--- src/logic/gpio_dual_pkg.sv ---
// constants shared by the dual gpio port block and its leaf modules
// assumes a 32-bit avalon-mm slave with byte addresses and 8-bit ports
package gpio_dual_pkg;
  // port geometry
  localparam int PORT_W    = 8;          // pins per port
  localparam int NUM_PORTS = 4;          // parallel ports on the device
  localparam int ADDR_W    = 8;          // avalon byte address width
  localparam int SYNC_DEPTH = 2;         // pin synchroniser stages

  // register byte offsets
  localparam logic [7:0] OFS_A_LATCH  = 8'h00;  // first port data latch
  localparam logic [7:0] OFS_A_DIR    = 8'h04;  // first port direction
  localparam logic [7:0] OFS_A_LED    = 8'h08;  // first port led sink enable
  localparam logic [7:0] OFS_B_LATCH  = 8'h0c;  // second port data latch
  localparam logic [7:0] OFS_B_DIR    = 8'h10;  // second port direction
  localparam logic [7:0] OFS_PERIPH   = 8'h14;  // analog select, iic and serial enables
  localparam logic [7:0] OFS_TIMER    = 8'h18;  // timer edge/level selects
  localparam logic [7:0] OFS_C_LATCH  = 8'h1c;  // third port data latch
  localparam logic [7:0] OFS_C_DIR    = 8'h20;  // third port direction
  localparam logic [7:0] OFS_D_LATCH  = 8'h24;  // fourth port data latch
  localparam logic [7:0] OFS_D_DIR    = 8'h28;  // fourth port direction

  // peripheral control field positions
  localparam int ANA_SEL_LSB  = 0;       // analog channel select, 5 bits
  localparam int ANA_SEL_W    = 5;
  localparam int IIC_EN_BIT   = 5;       // iic module enable
  localparam int SCI_EN_BIT   = 6;       // serial interface enable

  // reset values
  localparam logic [7:0] DIR_RESET    = 8'h00;  // all pins inputs
  localparam logic [7:0] LED_RESET    = 8'h00;  // standard drive
  localparam logic [4:0] ANA_SEL_RESET = 5'h1f; // no analog channel
  localparam logic [7:0] TIMER_RESET  = 8'h00;  // timers release pins
  localparam logic [31:0] UNMAPPED_READ = 32'h00000000; // unmapped read value
endpackage : gpio_dual_pkg

--- src/logic/pin_sync.sv ---
// two-stage synchroniser for a group of asynchronous pin levels
// assumes the pins are levels, not pulses, and change slowly vs clk
`timescale 1ns/10ps
`default_nettype none
module pin_sync #(
  parameter int W = 8  // number of levels synchronised
) (
  input  wire  logic         clk,
  input  wire  logic         reset,
  input  wire  logic [W-1:0] async_in,
  output logic       [W-1:0] sync_out
);
  logic [W-1:0] meta_reg;  // first stage, read only by second stage

  initial
  begin
    if (W < 1) $error("pin_sync width must be positive");
  end

  // two flops, reset to low
  always_ff @(posedge clk)
  begin
    if (reset)
    begin
      meta_reg <= '0;
      sync_out <= '0;
    end
    else
    begin
      meta_reg <= async_in;
      sync_out <= meta_reg;
    end
  end
endmodule // pin_sync
`default_nettype wire

--- src/logic/gpio_port_bank.sv ---
// one port: data latches, direction bits, pin sampling and read mix
// assumes write strobes are single-cycle pulses from the bus slave
`timescale 1ns/10ps
`default_nettype none
module gpio_port_bank #(
  parameter int W = 8  // pins in this port
) (
  input  wire  logic         clk,
  input  wire  logic         reset,
  input  wire  logic [W-1:0] pin_in,     // raw pin levels
  input  wire  logic         wr_latch,   // write data latch
  input  wire  logic         wr_dir,     // write direction
  input  wire  logic [W-1:0] wdata,      // write value
  output logic       [W-1:0] latch,      // data latch contents
  output logic       [W-1:0] dir,        // direction, 1 = output
  output logic       [W-1:0] pin_sync,   // synchronised pin levels
  output logic       [W-1:0] readback    // value a data read returns
);
  initial
  begin
    if (W < 1 || W > 8) $error("gpio_port_bank width out of range");
  end

  // pin levels pass two flops before any logic
  pin_sync #(.W(W)) u_sync (
    .clk      (clk),
    .reset    (reset),
    .async_in (pin_in),
    .sync_out (pin_sync)
  );

  always_ff @(posedge clk)
  begin
    if (wr_latch) latch <= wdata;
  end

  always_ff @(posedge clk)
  begin
    if (reset) dir <= gpio_dual_pkg::DIR_RESET[W-1:0];
    else if (wr_dir) dir <= wdata;
  end

  // per-pin read mix
  genvar i;
  generate
    for (i = 0; i < W; i++)
    begin : g_mix
      // input read shows the pin only
      assign readback[i] = dir[i] ? latch[i] : pin_sync[i];
    end
  endgenerate
endmodule // gpio_port_bank
`default_nettype wire

--- src/logic/gpio_dual.sv ---
// four 8-bit gpio ports behind an avalon-mm slave with waitrequest
// first port: led sink drive and analog channel release
// second port: iic, serial and timer pin sharing, open-drain low half
// assumes pins are asynchronous and peripherals run on clk
`timescale 1ns/10ps
`default_nettype none
module gpio_dual (
  input  wire  logic        clk,
  input  wire  logic        reset,
  // avalon-mm slave
  input  wire  logic [7:0]  address,
  input  wire  logic        read,
  input  wire  logic        write,
  input  wire  logic [31:0] writedata,
  input  wire  logic [3:0]  byteenable,
  output logic       [31:0] readdata,
  output logic              waitrequest,
  // first port pins
  input  wire  logic [7:0]  pin_in_a,
  output logic       [7:0]  pin_out_a,
  output logic       [7:0]  pin_oe_a,
  output logic       [7:0]  led_sink_a,
  output logic       [7:0]  analog_enable_a,
  // second port pins
  input  wire  logic [7:0]  pin_in_b,
  output logic       [7:0]  pin_out_b,
  output logic       [7:0]  pin_oe_b,
  output logic       [3:0]  schmitt_enable_b,
  // third and fourth port pins
  input  wire  logic [7:0]  pin_in_c,
  output logic       [7:0]  pin_out_c,
  output logic       [7:0]  pin_oe_c,
  input  wire  logic [7:0]  pin_in_d,
  output logic       [7:0]  pin_out_d,
  output logic       [7:0]  pin_oe_d,
  // peripheral side of the shared pins
  input  wire  logic        iic_sda_out,
  input  wire  logic        iic_sda_oe,
  input  wire  logic        iic_scl_out,
  input  wire  logic        iic_scl_oe,
  input  wire  logic        sci_txd,
  input  wire  logic [3:0]  timer_ch_out,
  input  wire  logic [3:0]  timer_ch_oe,
  output logic              iic_sda_in,
  output logic              iic_scl_in,
  output logic              sci_rxd,
  output logic       [3:0]  timer_ch_in,
  // control fields seen by the peripherals
  output logic       [4:0]  analog_channel_select,
  output logic              iic_module_enable,
  output logic              serial_iface_enable,
  output logic       [7:0]  timer_edge_level_select
);
  localparam int W = gpio_dual_pkg::PORT_W;
  // bus decode
  logic        accept;         // request completes this edge
  logic        start;          // first cycle of a request
  logic        wr_ok;          // accepted write, low lane enabled
  logic [7:0]  wd;             // low byte of write data
  logic [7:0]  ofs;            // aligned byte offset
  logic [31:0] read_next;      // read value for the current address

  // register storage
  logic [7:0]  led_reg;        // first port led enables
  logic [4:0]  ana_sel_reg;    // analog channel select
  logic        iic_en_reg;     // iic owns bits 0,1
  logic        sci_en_reg;     // serial owns bits 2,3
  logic [7:0]  timer_sel_reg;  // two bits per timer channel

  // port bank views
  logic [W-1:0] latch_a, dir_a, sync_a, rb_a;
  logic [W-1:0] latch_b, dir_b, sync_b, rb_b;
  logic [W-1:0] latch_c, dir_c, sync_c, rb_c;
  logic [W-1:0] latch_d, dir_d, sync_d, rb_d;

  // pin next values
  logic [7:0] ana_mask;        // one-hot analog selected pin
  logic [7:0] out_a_next, oe_a_next, led_a_next;
  logic [7:0] take_b;          // peripheral owns the pin
  logic [7:0] own_val_b;       // peripheral drive value
  logic [7:0] own_en_b;        // peripheral drive enable
  logic [7:0] val_b, en_b;     // merged value and enable
  logic [7:0] out_b_next, oe_b_next;
  logic [3:0] timer_on;        // timer channel active

  // elaboration check of geometry
  initial
  begin
    if (W != 8) $error("gpio_dual expects eight-bit ports");
    if (gpio_dual_pkg::NUM_PORTS != 4) $error("gpio_dual expects four ports");
  end

  // request handshake: one wait cycle, then accept
  assign start  = (read | write) & waitrequest;
  assign accept = (read | write) & ~waitrequest;
  assign wr_ok  = write & accept & byteenable[0];
  assign wd     = writedata[7:0];
  assign ofs    = {address[7:2], 2'b00};

  // read selection, narrow data in low byte
  assign read_next =
    (ofs == gpio_dual_pkg::OFS_A_LATCH) ? {24'h000000, rb_a} :
    (ofs == gpio_dual_pkg::OFS_A_DIR)   ? {24'h000000, dir_a} :
    (ofs == gpio_dual_pkg::OFS_A_LED)   ? {24'h000000, led_reg} :
    (ofs == gpio_dual_pkg::OFS_B_LATCH) ? {24'h000000, rb_b} :
    (ofs == gpio_dual_pkg::OFS_B_DIR)   ? {24'h000000, dir_b} :
    (ofs == gpio_dual_pkg::OFS_PERIPH)  ?
      {25'h0000000, sci_en_reg, iic_en_reg, ana_sel_reg} :
    (ofs == gpio_dual_pkg::OFS_TIMER)   ? {24'h000000, timer_sel_reg} :
    (ofs == gpio_dual_pkg::OFS_C_LATCH) ? {24'h000000, rb_c} :
    (ofs == gpio_dual_pkg::OFS_C_DIR)   ? {24'h000000, dir_c} :
    (ofs == gpio_dual_pkg::OFS_D_LATCH) ? {24'h000000, rb_d} :
    (ofs == gpio_dual_pkg::OFS_D_DIR)   ? {24'h000000, dir_d} :
    gpio_dual_pkg::UNMAPPED_READ;

  // waitrequest high when idle, low for the accept cycle
  always_ff @(posedge clk)
  begin
    if (reset) waitrequest <= 1'b1;
    else waitrequest <= ~start;
  end

  // read data captured in the wait cycle, stands at accept
  always_ff @(posedge clk)
  begin
    if (reset) readdata <= 32'h00000000;
    else if (start & read) readdata <= read_next;
  end

  gpio_port_bank #(.W(W)) u_bank_a (
    .clk      (clk),
    .reset    (reset),
    .pin_in   (pin_in_a),
    .wr_latch (wr_ok && ofs == gpio_dual_pkg::OFS_A_LATCH),
    .wr_dir   (wr_ok && ofs == gpio_dual_pkg::OFS_A_DIR),
    .wdata    (wd),
    .latch    (latch_a),
    .dir      (dir_a),
    .pin_sync (sync_a),
    .readback (rb_a)
  );
  gpio_port_bank #(.W(W)) u_bank_b (
    .clk      (clk),
    .reset    (reset),
    .pin_in   (pin_in_b),
    .wr_latch (wr_ok && ofs == gpio_dual_pkg::OFS_B_LATCH),
    .wr_dir   (wr_ok && ofs == gpio_dual_pkg::OFS_B_DIR),
    .wdata    (wd),
    .latch    (latch_b),
    .dir      (dir_b),
    .pin_sync (sync_b),
    .readback (rb_b)
  );
  gpio_port_bank #(.W(W)) u_bank_c (
    .clk      (clk),
    .reset    (reset),
    .pin_in   (pin_in_c),
    .wr_latch (wr_ok && ofs == gpio_dual_pkg::OFS_C_LATCH),
    .wr_dir   (wr_ok && ofs == gpio_dual_pkg::OFS_C_DIR),
    .wdata    (wd),
    .latch    (latch_c),
    .dir      (dir_c),
    .pin_sync (sync_c),
    .readback (rb_c)
  );
  gpio_port_bank #(.W(W)) u_bank_d (
    .clk      (clk),
    .reset    (reset),
    .pin_in   (pin_in_d),
    .wr_latch (wr_ok && ofs == gpio_dual_pkg::OFS_D_LATCH),
    .wr_dir   (wr_ok && ofs == gpio_dual_pkg::OFS_D_DIR),
    .wdata    (wd),
    .latch    (latch_d),
    .dir      (dir_d),
    .pin_sync (sync_d),
    .readback (rb_d)
  );

  always_ff @(posedge clk)
  begin
    if (reset)
    begin
      led_reg       <= gpio_dual_pkg::LED_RESET;
      ana_sel_reg   <= gpio_dual_pkg::ANA_SEL_RESET;
      iic_en_reg    <= 1'b0;
      sci_en_reg    <= 1'b0;
      timer_sel_reg <= gpio_dual_pkg::TIMER_RESET;
    end
    else if (wr_ok)
    begin
      if (ofs == gpio_dual_pkg::OFS_A_LED) led_reg <= wd;
      if (ofs == gpio_dual_pkg::OFS_PERIPH)
      begin
        ana_sel_reg <= wd[gpio_dual_pkg::ANA_SEL_LSB +: gpio_dual_pkg::ANA_SEL_W];
        iic_en_reg  <= wd[gpio_dual_pkg::IIC_EN_BIT];
        sci_en_reg  <= wd[gpio_dual_pkg::SCI_EN_BIT];
      end
      if (ofs == gpio_dual_pkg::OFS_TIMER) timer_sel_reg <= wd;
    end
  end

  // first port and timer-active per-pin terms
  genvar i;
  generate
    for (i = 0; i < W; i++)
    begin : g_port_a
      assign ana_mask[i]   = (ana_sel_reg == 5'(i));
      assign oe_a_next[i]  = dir_a[i] & ~ana_mask[i];
      assign out_a_next[i] = latch_a[i] & oe_a_next[i];
      assign led_a_next[i] = led_reg[i] & oe_a_next[i];
    end
    for (i = 0; i < 4; i++)
    begin : g_timer
      assign timer_on[i] = (timer_sel_reg[2*i +: 2] != 2'b00);
    end
  endgenerate

  // second port ownership
  // iic takes bits 0,1
  assign take_b    = {timer_on, sci_en_reg, sci_en_reg, iic_en_reg, iic_en_reg};
  assign own_val_b = {timer_ch_out, 1'b1, sci_txd, iic_scl_out, iic_sda_out};
  assign own_en_b  = {timer_ch_oe, 1'b0, 1'b1, iic_scl_oe, iic_sda_oe};

  generate
    for (i = 0; i < W; i++)
    begin : g_port_b
      // latch and direction resume on release
      assign val_b[i] = take_b[i] ? own_val_b[i] : latch_b[i];
      assign en_b[i]  = take_b[i] ? own_en_b[i] : dir_b[i];
      if (i < 4)
      begin : g_od
        assign out_b_next[i] = 1'b0;
        assign oe_b_next[i]  = en_b[i] & ~val_b[i];
      end
      else
      begin : g_pp
        assign out_b_next[i] = val_b[i] & en_b[i];
        assign oe_b_next[i]  = en_b[i];
      end
    end
  endgenerate

  // registered pin outputs, all ports
  always_ff @(posedge clk)
  begin
    if (reset)
    begin
      pin_out_a       <= 8'h00;
      pin_oe_a        <= 8'h00;
      led_sink_a      <= 8'h00;
      analog_enable_a <= 8'h00;
      pin_out_b       <= 8'h00;
      pin_oe_b        <= 8'h00;
      pin_out_c       <= 8'h00;
      pin_oe_c        <= 8'h00;
      pin_out_d       <= 8'h00;
      pin_oe_d        <= 8'h00;
    end
    else
    begin
      pin_out_a       <= out_a_next;
      pin_oe_a        <= oe_a_next;
      led_sink_a      <= led_a_next;
      analog_enable_a <= ana_mask;
      pin_out_b       <= out_b_next;
      pin_oe_b        <= oe_b_next;
      pin_out_c       <= latch_c & dir_c;
      pin_oe_c        <= dir_c;
      pin_out_d       <= latch_d & dir_d;
      pin_oe_d        <= dir_d;
    end
  end

  // peripheral inputs and schmitt buffer enables
  always_ff @(posedge clk)
  begin
    if (reset)
    begin
      iic_sda_in       <= 1'b1;
      iic_scl_in       <= 1'b1;
      sci_rxd          <= 1'b1;
      timer_ch_in      <= 4'h0;
      schmitt_enable_b <= 4'hf;
    end
    else
    begin
      iic_sda_in       <= sync_b[0];
      iic_scl_in       <= sync_b[1];
      sci_rxd          <= sync_b[3];
      timer_ch_in      <= sync_b[7:4];
      schmitt_enable_b <= ~oe_b_next[7:4];
    end
  end

  // control fields mirrored out to peripherals
  assign analog_channel_select   = ana_sel_reg;
  assign iic_module_enable       = iic_en_reg;
  assign serial_iface_enable     = sci_en_reg;
  assign timer_edge_level_select = timer_sel_reg;
  // checks
  AST_DIR_RESET: assert property (@(posedge clk)
    reset |=> (dir_a == 8'h00 && dir_b == 8'h00 && dir_c == 8'h00 && dir_d == 8'h00))
    else $error("direction not cleared by reset");
  AST_OE_FOLLOWS_DIR: assert property (@(posedge clk) disable iff (reset)
    ##1 (pin_oe_c == $past(dir_c) && pin_oe_d == $past(dir_d)))
    else $error("output enable does not follow direction");
  AST_WRITE_LATCH: assert property (@(posedge clk) disable iff (reset)
    (wr_ok && ofs == gpio_dual_pkg::OFS_C_LATCH) |=> (latch_c == $past(writedata[7:0])))
    else $error("latch not loaded by write");
  AST_READ_MIX: assert property (@(posedge clk) disable iff (reset)
    (start && read && ofs == gpio_dual_pkg::OFS_C_LATCH)
      |=> (readdata[7:0] == (($past(dir_c) & $past(latch_c)) | (~$past(dir_c) & $past(sync_c)))))
    else $error("port read mix wrong");
  AST_ANALOG_RELEASE: assert property (@(posedge clk) disable iff (reset)
    ##1 ((pin_oe_a & analog_enable_a) == 8'h00))
    else $error("analog pin still driven");
  AST_LED_SINK: assert property (@(posedge clk) disable iff (reset)
    ##1 (led_sink_a == ($past(led_reg) & $past(dir_a) & ~$past(ana_mask))))
    else $error("led sink wrong");
  AST_IIC_TAKE: assert property (@(posedge clk) disable iff (reset)
    iic_en_reg |=> (pin_oe_b[0] == ($past(iic_sda_oe) & ~$past(iic_sda_out))))
    else $error("iic does not own data pin");
  AST_OPEN_DRAIN: assert property (@(posedge clk) disable iff (reset)
    pin_out_b[3:0] == 4'h0)
    else $error("open-drain pin driven high");
  AST_ONE_WAIT: assert property (@(posedge clk) disable iff (reset)
    (start && !(read && write)) |=> (!waitrequest ##1 waitrequest))
    else $error("bus answer timing wrong");

  COV_READ_PIN: cover property (@(posedge clk) disable iff (reset)
    accept && read && ofs == gpio_dual_pkg::OFS_A_LATCH && dir_a != 8'hff);
  COV_IIC_OWN: cover property (@(posedge clk) disable iff (reset)
    iic_en_reg && dir_b[0]);
  COV_TIMER_OWN: cover property (@(posedge clk) disable iff (reset)
    timer_on == 4'hf);
endmodule // gpio_dual
`default_nettype wire

--- config.mk ---
export PLATFORM = sky130hd
export DESIGN_NAME = gpio_dual
export DESIGN_NICKNAME = d
export VERILOG_FILES = /design/src/logic/gpio_dual_pkg.sv /design/src/logic/pin_sync.sv /design/src/logic/gpio_port_bank.sv /design/src/logic/gpio_dual.sv
export SDC_FILE = /design/constraint.sdc
export NUM_CORES = 1
export LEC_CHECK = 0
export ABC_CLOCK_PERIOD_IN_PS = 2500
export BUFFER_PORTS_ARGS = -buffer_cell sky130_fd_sc_hd__buf_4
export CELL_PAD_IN_SITES_DETAIL_PLACEMENT = 1
export CELL_PAD_IN_SITES_GLOBAL_PLACEMENT = 1
export CORE_UTILIZATION = 40
export DETAILED_ROUTE_END_ITERATION = 8
export GPL_TIMING_DRIVEN = 0
export PLACE_DENSITY = 0.81
export SLEW_MARGIN = 40
export SYNTH_ARGS = -nofsm -noshare
export SYNTH_HDL_FRONTEND = slang
export SYNTH_SLANG_ARGS = --single-unit
--- constraint.sdc ---
create_clock -name clk -period 2.5 [get_ports clk]
set_input_delay 0.125 -clock clk [delete_from_list [all_inputs] [get_ports clk]]
set_output_delay 0.125 -clock clk [all_outputs]
set_load 0.03 [all_outputs]
# [After elaboration in Yosys (flattened, before gate mapping)]
# Cells that the tools add are included.
[classes] n_eq_ne=17 mux=59 bitwise=55 reduce_logical=17
[op_table] cell="two-way mux 8 bit" n=11
[op_table] cell="two-way mux 1 bit" n=48
[op_table] cell="bitwise AND 1 bit" n=37
[op_table] cell="equality test 6 x 3 -> 1 bit, second input constant" n=4
[op_table] cell="equality test 5 x 3 -> 1 bit, second input constant" n=4
[op_table] cell="equality test 6 x 4 -> 1 bit, second input constant" n=3
[op_table] cell="bitwise AND 8 bit" n=2
[op_table] cell="NOT 1 bit" n=14
[op_table] cell="equality test 6 x 2 -> 1 bit, second input constant" n=2
[op_table] cell="equality test 5 x 2 -> 1 bit, second input constant" n=2
[op_table] cell="logical AND 1 bit" n=8
[op_table] cell="zero test 8 bit" n=1
[op_table] cell="nonzero test 2 bit" n=4
[op_table] cell="equality test 6 x 1 -> 1 bit, second input constant" n=1
[op_table] cell="AND reduction 2 bit" n=3
[op_table] cell="equality test 5 x 1 -> 1 bit, second input constant" n=1
[op_table] cell="zero test 5 bit" n=1
[op_table] cell="NOT 4 bit" n=1
[op_table] cell="OR 1 bit" n=1
[word_totals] ff_bits=275 input_bits=93 out_inout_bits=139 elab_cells=187

# [Longest topological paths before layout]
[depth] depth_word=12 depth_mapped=8 depth_no_buf=6

# [By module]
# Synthesis repeated with hierarchy kept, for this count alone.
[unflattened] hier_cells=783 hier_area_um2=9221.3
[modules_own_cells] mod="gpio_dual" instances=1 cells_each=483 area_each_um2=4902.2 seq_area_each_um2=2382.3
[modules_own_cells] mod="gpio_port_bank" instances=4 cells_each=42 area_each_um2=615.6 seq_area_each_um2=400.4
[modules_own_cells] mod="pin_sync" instances=4 cells_each=33 area_each_um2=464.2 seq_area_each_um2=320.3

# [Least setup slack after synthesis]
# No wires, ideal clock.
[synth_path] kind="reg-to-reg" from="reg waitrequest" to="reg u_bank_b.latch[0], enable pin" setup_ps=370 arrival_time_ps=1703 required_time_ps=2130 slack_ps=427 stages_incl_launch_ff=5 path_buffers=1 period_less_slack_ps=2073 cell_sequence="dfxtp_1 -> nand3b_1 -> or3_1 -> buf_2 -> nor2_1"
[synth_via] elab_chain_cells=5
[synth_rtl] element="start: declaration" line="gpio_dual.sv:17" text="output logic waitrequest,"
[synth_rtl] element="start signal: assignment" line="gpio_dual.sv:120" text="else waitrequest <= ~start;"
[synth_rtl] element="NOT 1 bit" line="gpio_dual.sv:95" text="assign accept = (read | write) & ~waitrequest;"
[synth_rtl] element="bitwise AND 1 bit" line="gpio_dual.sv:95"
[synth_rtl] element="bitwise AND 1 bit (2 in series)" line="gpio_dual.sv:96" text="assign wr_ok = write & accept & byteenable[0];"
[synth_rtl] element="logical AND 1 bit" line="gpio_dual.sv:146" text=".wr_latch (wr_ok && ofs == gpio_dual_pkg::OFS_B_LATCH),"
[synth_rtl] element="named net u_bank_b.wr_latch" line="gpio_port_bank.sv:11" text="input wire logic wr_latch,"
[synth_rtl] element="end signal: assignment" line="gpio_port_bank.sv:34" text="if (wr_latch) latch <= wdata;"
[synth_rtl] element="end: declaration" line="gpio_port_bank.sv:14" text="output logic [W-1:0] latch,"
# The timed path passes the listed nets, and every way through them passes these cells.
# A chain may end at the register's enable or synchronous reset.

# [Worst setup path after layout]
[layout_path] from="reg waitrequest" to="reg u_bank_b.latch[7], enable pin"
# The elaborated chain is that of the path after synthesis.

==> run summary <==
The initial antenna violation count was 0; the total routing resource utilization after global routing was 27.2%. For the final worst slack, the log shows -0.0225 ns. In this run the worst hold path is classified as input port to register.

Among all flip-flop cells after synthesis, the most frequent one is sky130_fd_sc_hd__dfxtp_1. By area, the combinational part of the netlist is dominated by simple AND/OR/NAND/NOR gates. The run gives 0.00885 mm^2 as the total standard cell area after synthesis. Routed signal wires occupy layers up through met4.

Combinational cells account for 7.2% of the total power. The first TritonRoute pass finished after 5 iterations. The synthesized area per cell works out to 10.8 um^2.

The run finished, with violations left. The critical path goes through nand3b_1 > or3_1 > buf_2 > nor2_2. The final RePlAce weighted congestion came out at 0.912. Based on the critical path, the design can be clocked at up to 396 MHz. The number of flops mapped to enable cells by yosys is 32, and the multiplexer share of the synthesized area is 9.32%. The post-synthesis instance total is 817, and the layout overhead on the synthesized area is 35.0%.

The area share of fa/ha/maj cells after synthesis was 0%. The critical path starts at waitrequest. The internal power contribution came out at 6410 uW. The number of global-route vias before repair was 7325. In this run the clock root is driven by a sky130_fd_sc_hd__clkbuf_16.

Summing over every cut layer, the via total after detailed routing is 7114. The run gives 40.7% as the starting density of the core. After Yosys synthesis, and, or, nand and nor cells account for 17.7% of the synthesized area.

The clock transition at the register clock pins on the worst setup and hold paths after CTS is 0.06 ns, and the wire length on met1 is 13.0 mm. Register bit count reported by yosys: 247. The total of buffers placed on input and output ports was 172; the average via count per standard cell was 5.10. Worst hold slack across all endpoints: -0.000401 ns. The power per cell area is 700 mW/mm^2, and the share of the synthesized area in compound gates (AO/OA/AOI/OAI) is 8.82%. The number of slew-limit violations in the final report came out at 0. The first-pass GRT wire length is 44.9 mm, and the number of sinks driven by the clock tree is 247. The post-detailed-route wirelength per cell is 22.2 um. The path type of the worst setup path is register to register. For the number of gates resized after cts, the log shows 0.

Sequential cells burn 49.1% of the power. Of all flip-flops after synthesis, the portion carrying an async set or reset was 0%. For the number of levels in the clock H-tree, the log shows 1.

Detailed router's first-iteration violation count: 436. The tools report the endpoint class of the critical path as a register. Along the worst path, the maximum fanout reaches 8. The total overflow left after global routing is 0. The number of fillers in the final layout is 2401, and the arrival time at the worst endpoint is 2.68 ns. The overall routed net length was 31.0 mm; the die outline width was 151 um. The repair_antennas step left the layout with diodes totalling 0. Share of the synthesized netlist area taken by xor and xnor gates: 0%. The net switching power is 1950 uW, and the delay of the slowest cell on the worst path is 0.55 ns. For the final database, setup skew stands at 0.0145 ns.

The logs give 0.000386 V for the worst IR drop on VDD and 54 for the row count. Setup repair after global routing could not meet its margin everywhere. The switching share of power is 23.3%. The net count of the finished layout is 1190.

Clock latency on the worst-skew pair, taken at its later pin, is 0.53 ns. The run gives -0.02 ns as the register-to-register setup slack. The die covers 0.0227 mm^2. Among all stages on the critical path, the largest delay is contributed by sky130_fd_sc_hd__nand3b_1. In the detailed route, the total length drawn on met2 is 15.3 mm. The maximum number of pins on one net before global-route repair was 15.

After detailed routing, the met3 layer carries 1.94 mm of wire. The run gives 0.0218 mm^2 as the total core area. Number of warning messages in the yosys log: 0. TritonCTS created 25 clock buffers. At the pin with the least slew margin, the transition time is 0.829 ns.

Reported max-cap violation count: 0. The final count of negative-setup-slack endpoints came out at 13. The cell area after placement is 0.0106 mm^2. STA classifies the critical path startpoint as a register. 232 I/O pins were placed. The final reports fail on negative hold slack, negative setup slack. The final period utilization works out to 101%. After detailed routing, the number of remaining DRC violations is 0. The share of layout cells above drive strength 1 is 24.2%, and the final instance area is 0.0119 mm^2. The worst register-to-register path begins at waitrequest.

Launch instance of the worst min-delay path: timer_ch_oe[2]. The count of different cell masters after synthesis is 53. The clock share of power is 43.8%, and the final HPWL from detailed placement is 21.2 mm. For the number of failing hold endpoints at the final stage, the log shows 1.

Headroom to the max-slew limit came out at 44.7%. TritonCTS built the clock tree. The maximum buffer depth of the clock tree is 3.

The tools report the leakage component of the power as 0.00500 uW. From bottom edge to top edge, the die measures 151 um. Subtracting the final worst setup slack from the clock period gives 2.52 ns.

STA puts the critical path data required time at 2.66 ns. Sequential cells were found to cover 59.5% of the synthesized design area. The number of routed nets with antenna violations was 0.
through the flow:
step / setup TNS (ns) / power [uW] / utilization (%) / std cells / setup slack (ns)
final: -0.149 / 8360 / 54.9 / 1395 / -0.0225
after global routing: -0.373 / 8570 / 54.9 / 1395 / -0.0323
after CTS: 0 / 8380 / 54.9 / 1395 / 0.0180
after detailed placement: -0.352 / 4700 / 48.8 / 1296 / -0.0448
after global placement: -2.81 / 4700 / 48.7 / 1296 / -0.179
after floorplan: 0 / 4460 / - / 844 / 0.427
worst max-delay path, delay by kind of cell, from the launching register on:
kind | cells | cell delay [ns]
buffers and inverters | 1 | 0.22
DFF | 1 | 0.36
and+or+nand+nor | 3 | 1.55
cells by family (layout without fill, tap and decap cells):
family / count (synthesis) / after routing
compound gates: 119 / 119
simple gates: 290 / 290
flops: 247 / 247
other cells: 1 / 28
mux: 82 / 82
buf+inv: 78 / 349
power groups by stage:
stage	clock, uW	combinational (uW)	sequential (uW)
after CTS	3690	586	4100
after global placement	0	509	4190
final	3660	598	4100
after floorplan	0	266	4190
after detailed placement	0	515	4190
after global routing	3840	630	4100
worst paths after layout:
check,to,cells past startpoint
max reg2reg,u_bank_b.latch[7],4
min reg2reg,u_bank_a.u_sync.sync_out[2],1
max,u_bank_b.latch[7],4
min,schmitt_enable_b[2],3
what timing repair did:
item | in CTS | in global routing
endpoints found under the hold margin | 76 | 0
buffers inserted | 0 | 0
hold buffers | 54 | 0
setup endpoints to repair | 0 | 16
layout by cell type, fill, tap and decap left out, drive strengths merged, types with 2 or more instances in the layout:
cell type and n:
a21oi 37, o2111ai 3, inv 12, a31oi 3
or2 10, or3 3, nor4b 2, clkbuf 63
nand3b 2, and3 2, nor3 9, o211ai 4
conb 28, nor2b 92, o21bai 4, a211oi 4
o221ai 2, nand3 9, a21boi 2, nor2 97
o21ai 25, o22ai 9, and2 30, mux2 3
a221oi 3, o211a 8, nand2 25, clkinv 9
buf 209, nand2b 8, mux2i 79, dlygate4sd3 54
dfxtp 215, a32o 6, edfxtp 32
final cells by class:
class,count,area (um^2),share of cell area [%]
plain buffers,64,355,2.97
clock buffers,36,717,6.00
clock inverters,9,80.1,0.670
inverters,14,52.6,0.440
multi-input cells,519,3290,27.6
flip-flops and latches,247,5270,44.1
well taps,280,350,2.93
repair buffers,226,1830,15.3
cell usage after synthesis, types with 2 or more instances:
master	n	area share [%]
sky130_fd_sc_hd__dfxtp_1	215	49
sky130_fd_sc_hd__nor2_1	93	3.9
sky130_fd_sc_hd__nor2b_1	92	6.5
sky130_fd_sc_hd__mux2i_1	79	8.9
sky130_fd_sc_hd__a21oi_1	37	2.1
sky130_fd_sc_hd__edfxtp_1	32	11
sky130_fd_sc_hd__and2_1	30	2.1
sky130_fd_sc_hd__buf_4	29	2.5
sky130_fd_sc_hd__clkbuf_1	27	1.1
sky130_fd_sc_hd__o21ai_0	25	1.4
sky130_fd_sc_hd__nand2_1	24	1.0
sky130_fd_sc_hd__inv_1	12	0.51
sky130_fd_sc_hd__or2_2	10	0.71
sky130_fd_sc_hd__nand3_1	9	0.51
sky130_fd_sc_hd__o22ai_1	9	0.64
sky130_fd_sc_hd__nor3_1	8	0.45
sky130_fd_sc_hd__o211a_1	8	0.90
sky130_fd_sc_hd__nand2b_1	7	0.49
sky130_fd_sc_hd__a32o_1	6	0.68
sky130_fd_sc_hd__buf_2	5	0.28
sky130_fd_sc_hd__a211oi_1	4	0.34
sky130_fd_sc_hd__o211ai_1	4	0.34
sky130_fd_sc_hd__o21bai_1	4	0.34
sky130_fd_sc_hd__a221oi_1	3	0.30
sky130_fd_sc_hd__a31oi_1	3	0.21
sky130_fd_sc_hd__buf_1	3	0.13
sky130_fd_sc_hd__mux2_2	3	0.38
sky130_fd_sc_hd__o2111ai_1	3	0.30
sky130_fd_sc_hd__or3_1	3	0.21
sky130_fd_sc_hd__a21boi_0	2	0.17
sky130_fd_sc_hd__and3_1	2	0.14
sky130_fd_sc_hd__clkinv_1	2	0.085
sky130_fd_sc_hd__nand3b_1	2	0.17
sky130_fd_sc_hd__nor2_8	2	0.45
sky130_fd_sc_hd__o221ai_1	2	0.20
layer usage:
layer	global-route usage [%]	up-vias
li1	-	3281
met4	8.25	0
met3	3.64	52
met1	35.5	3511
met2	46.6	270
met5	0	-
No activity file was read; power rests on OpenSTA's default activity.
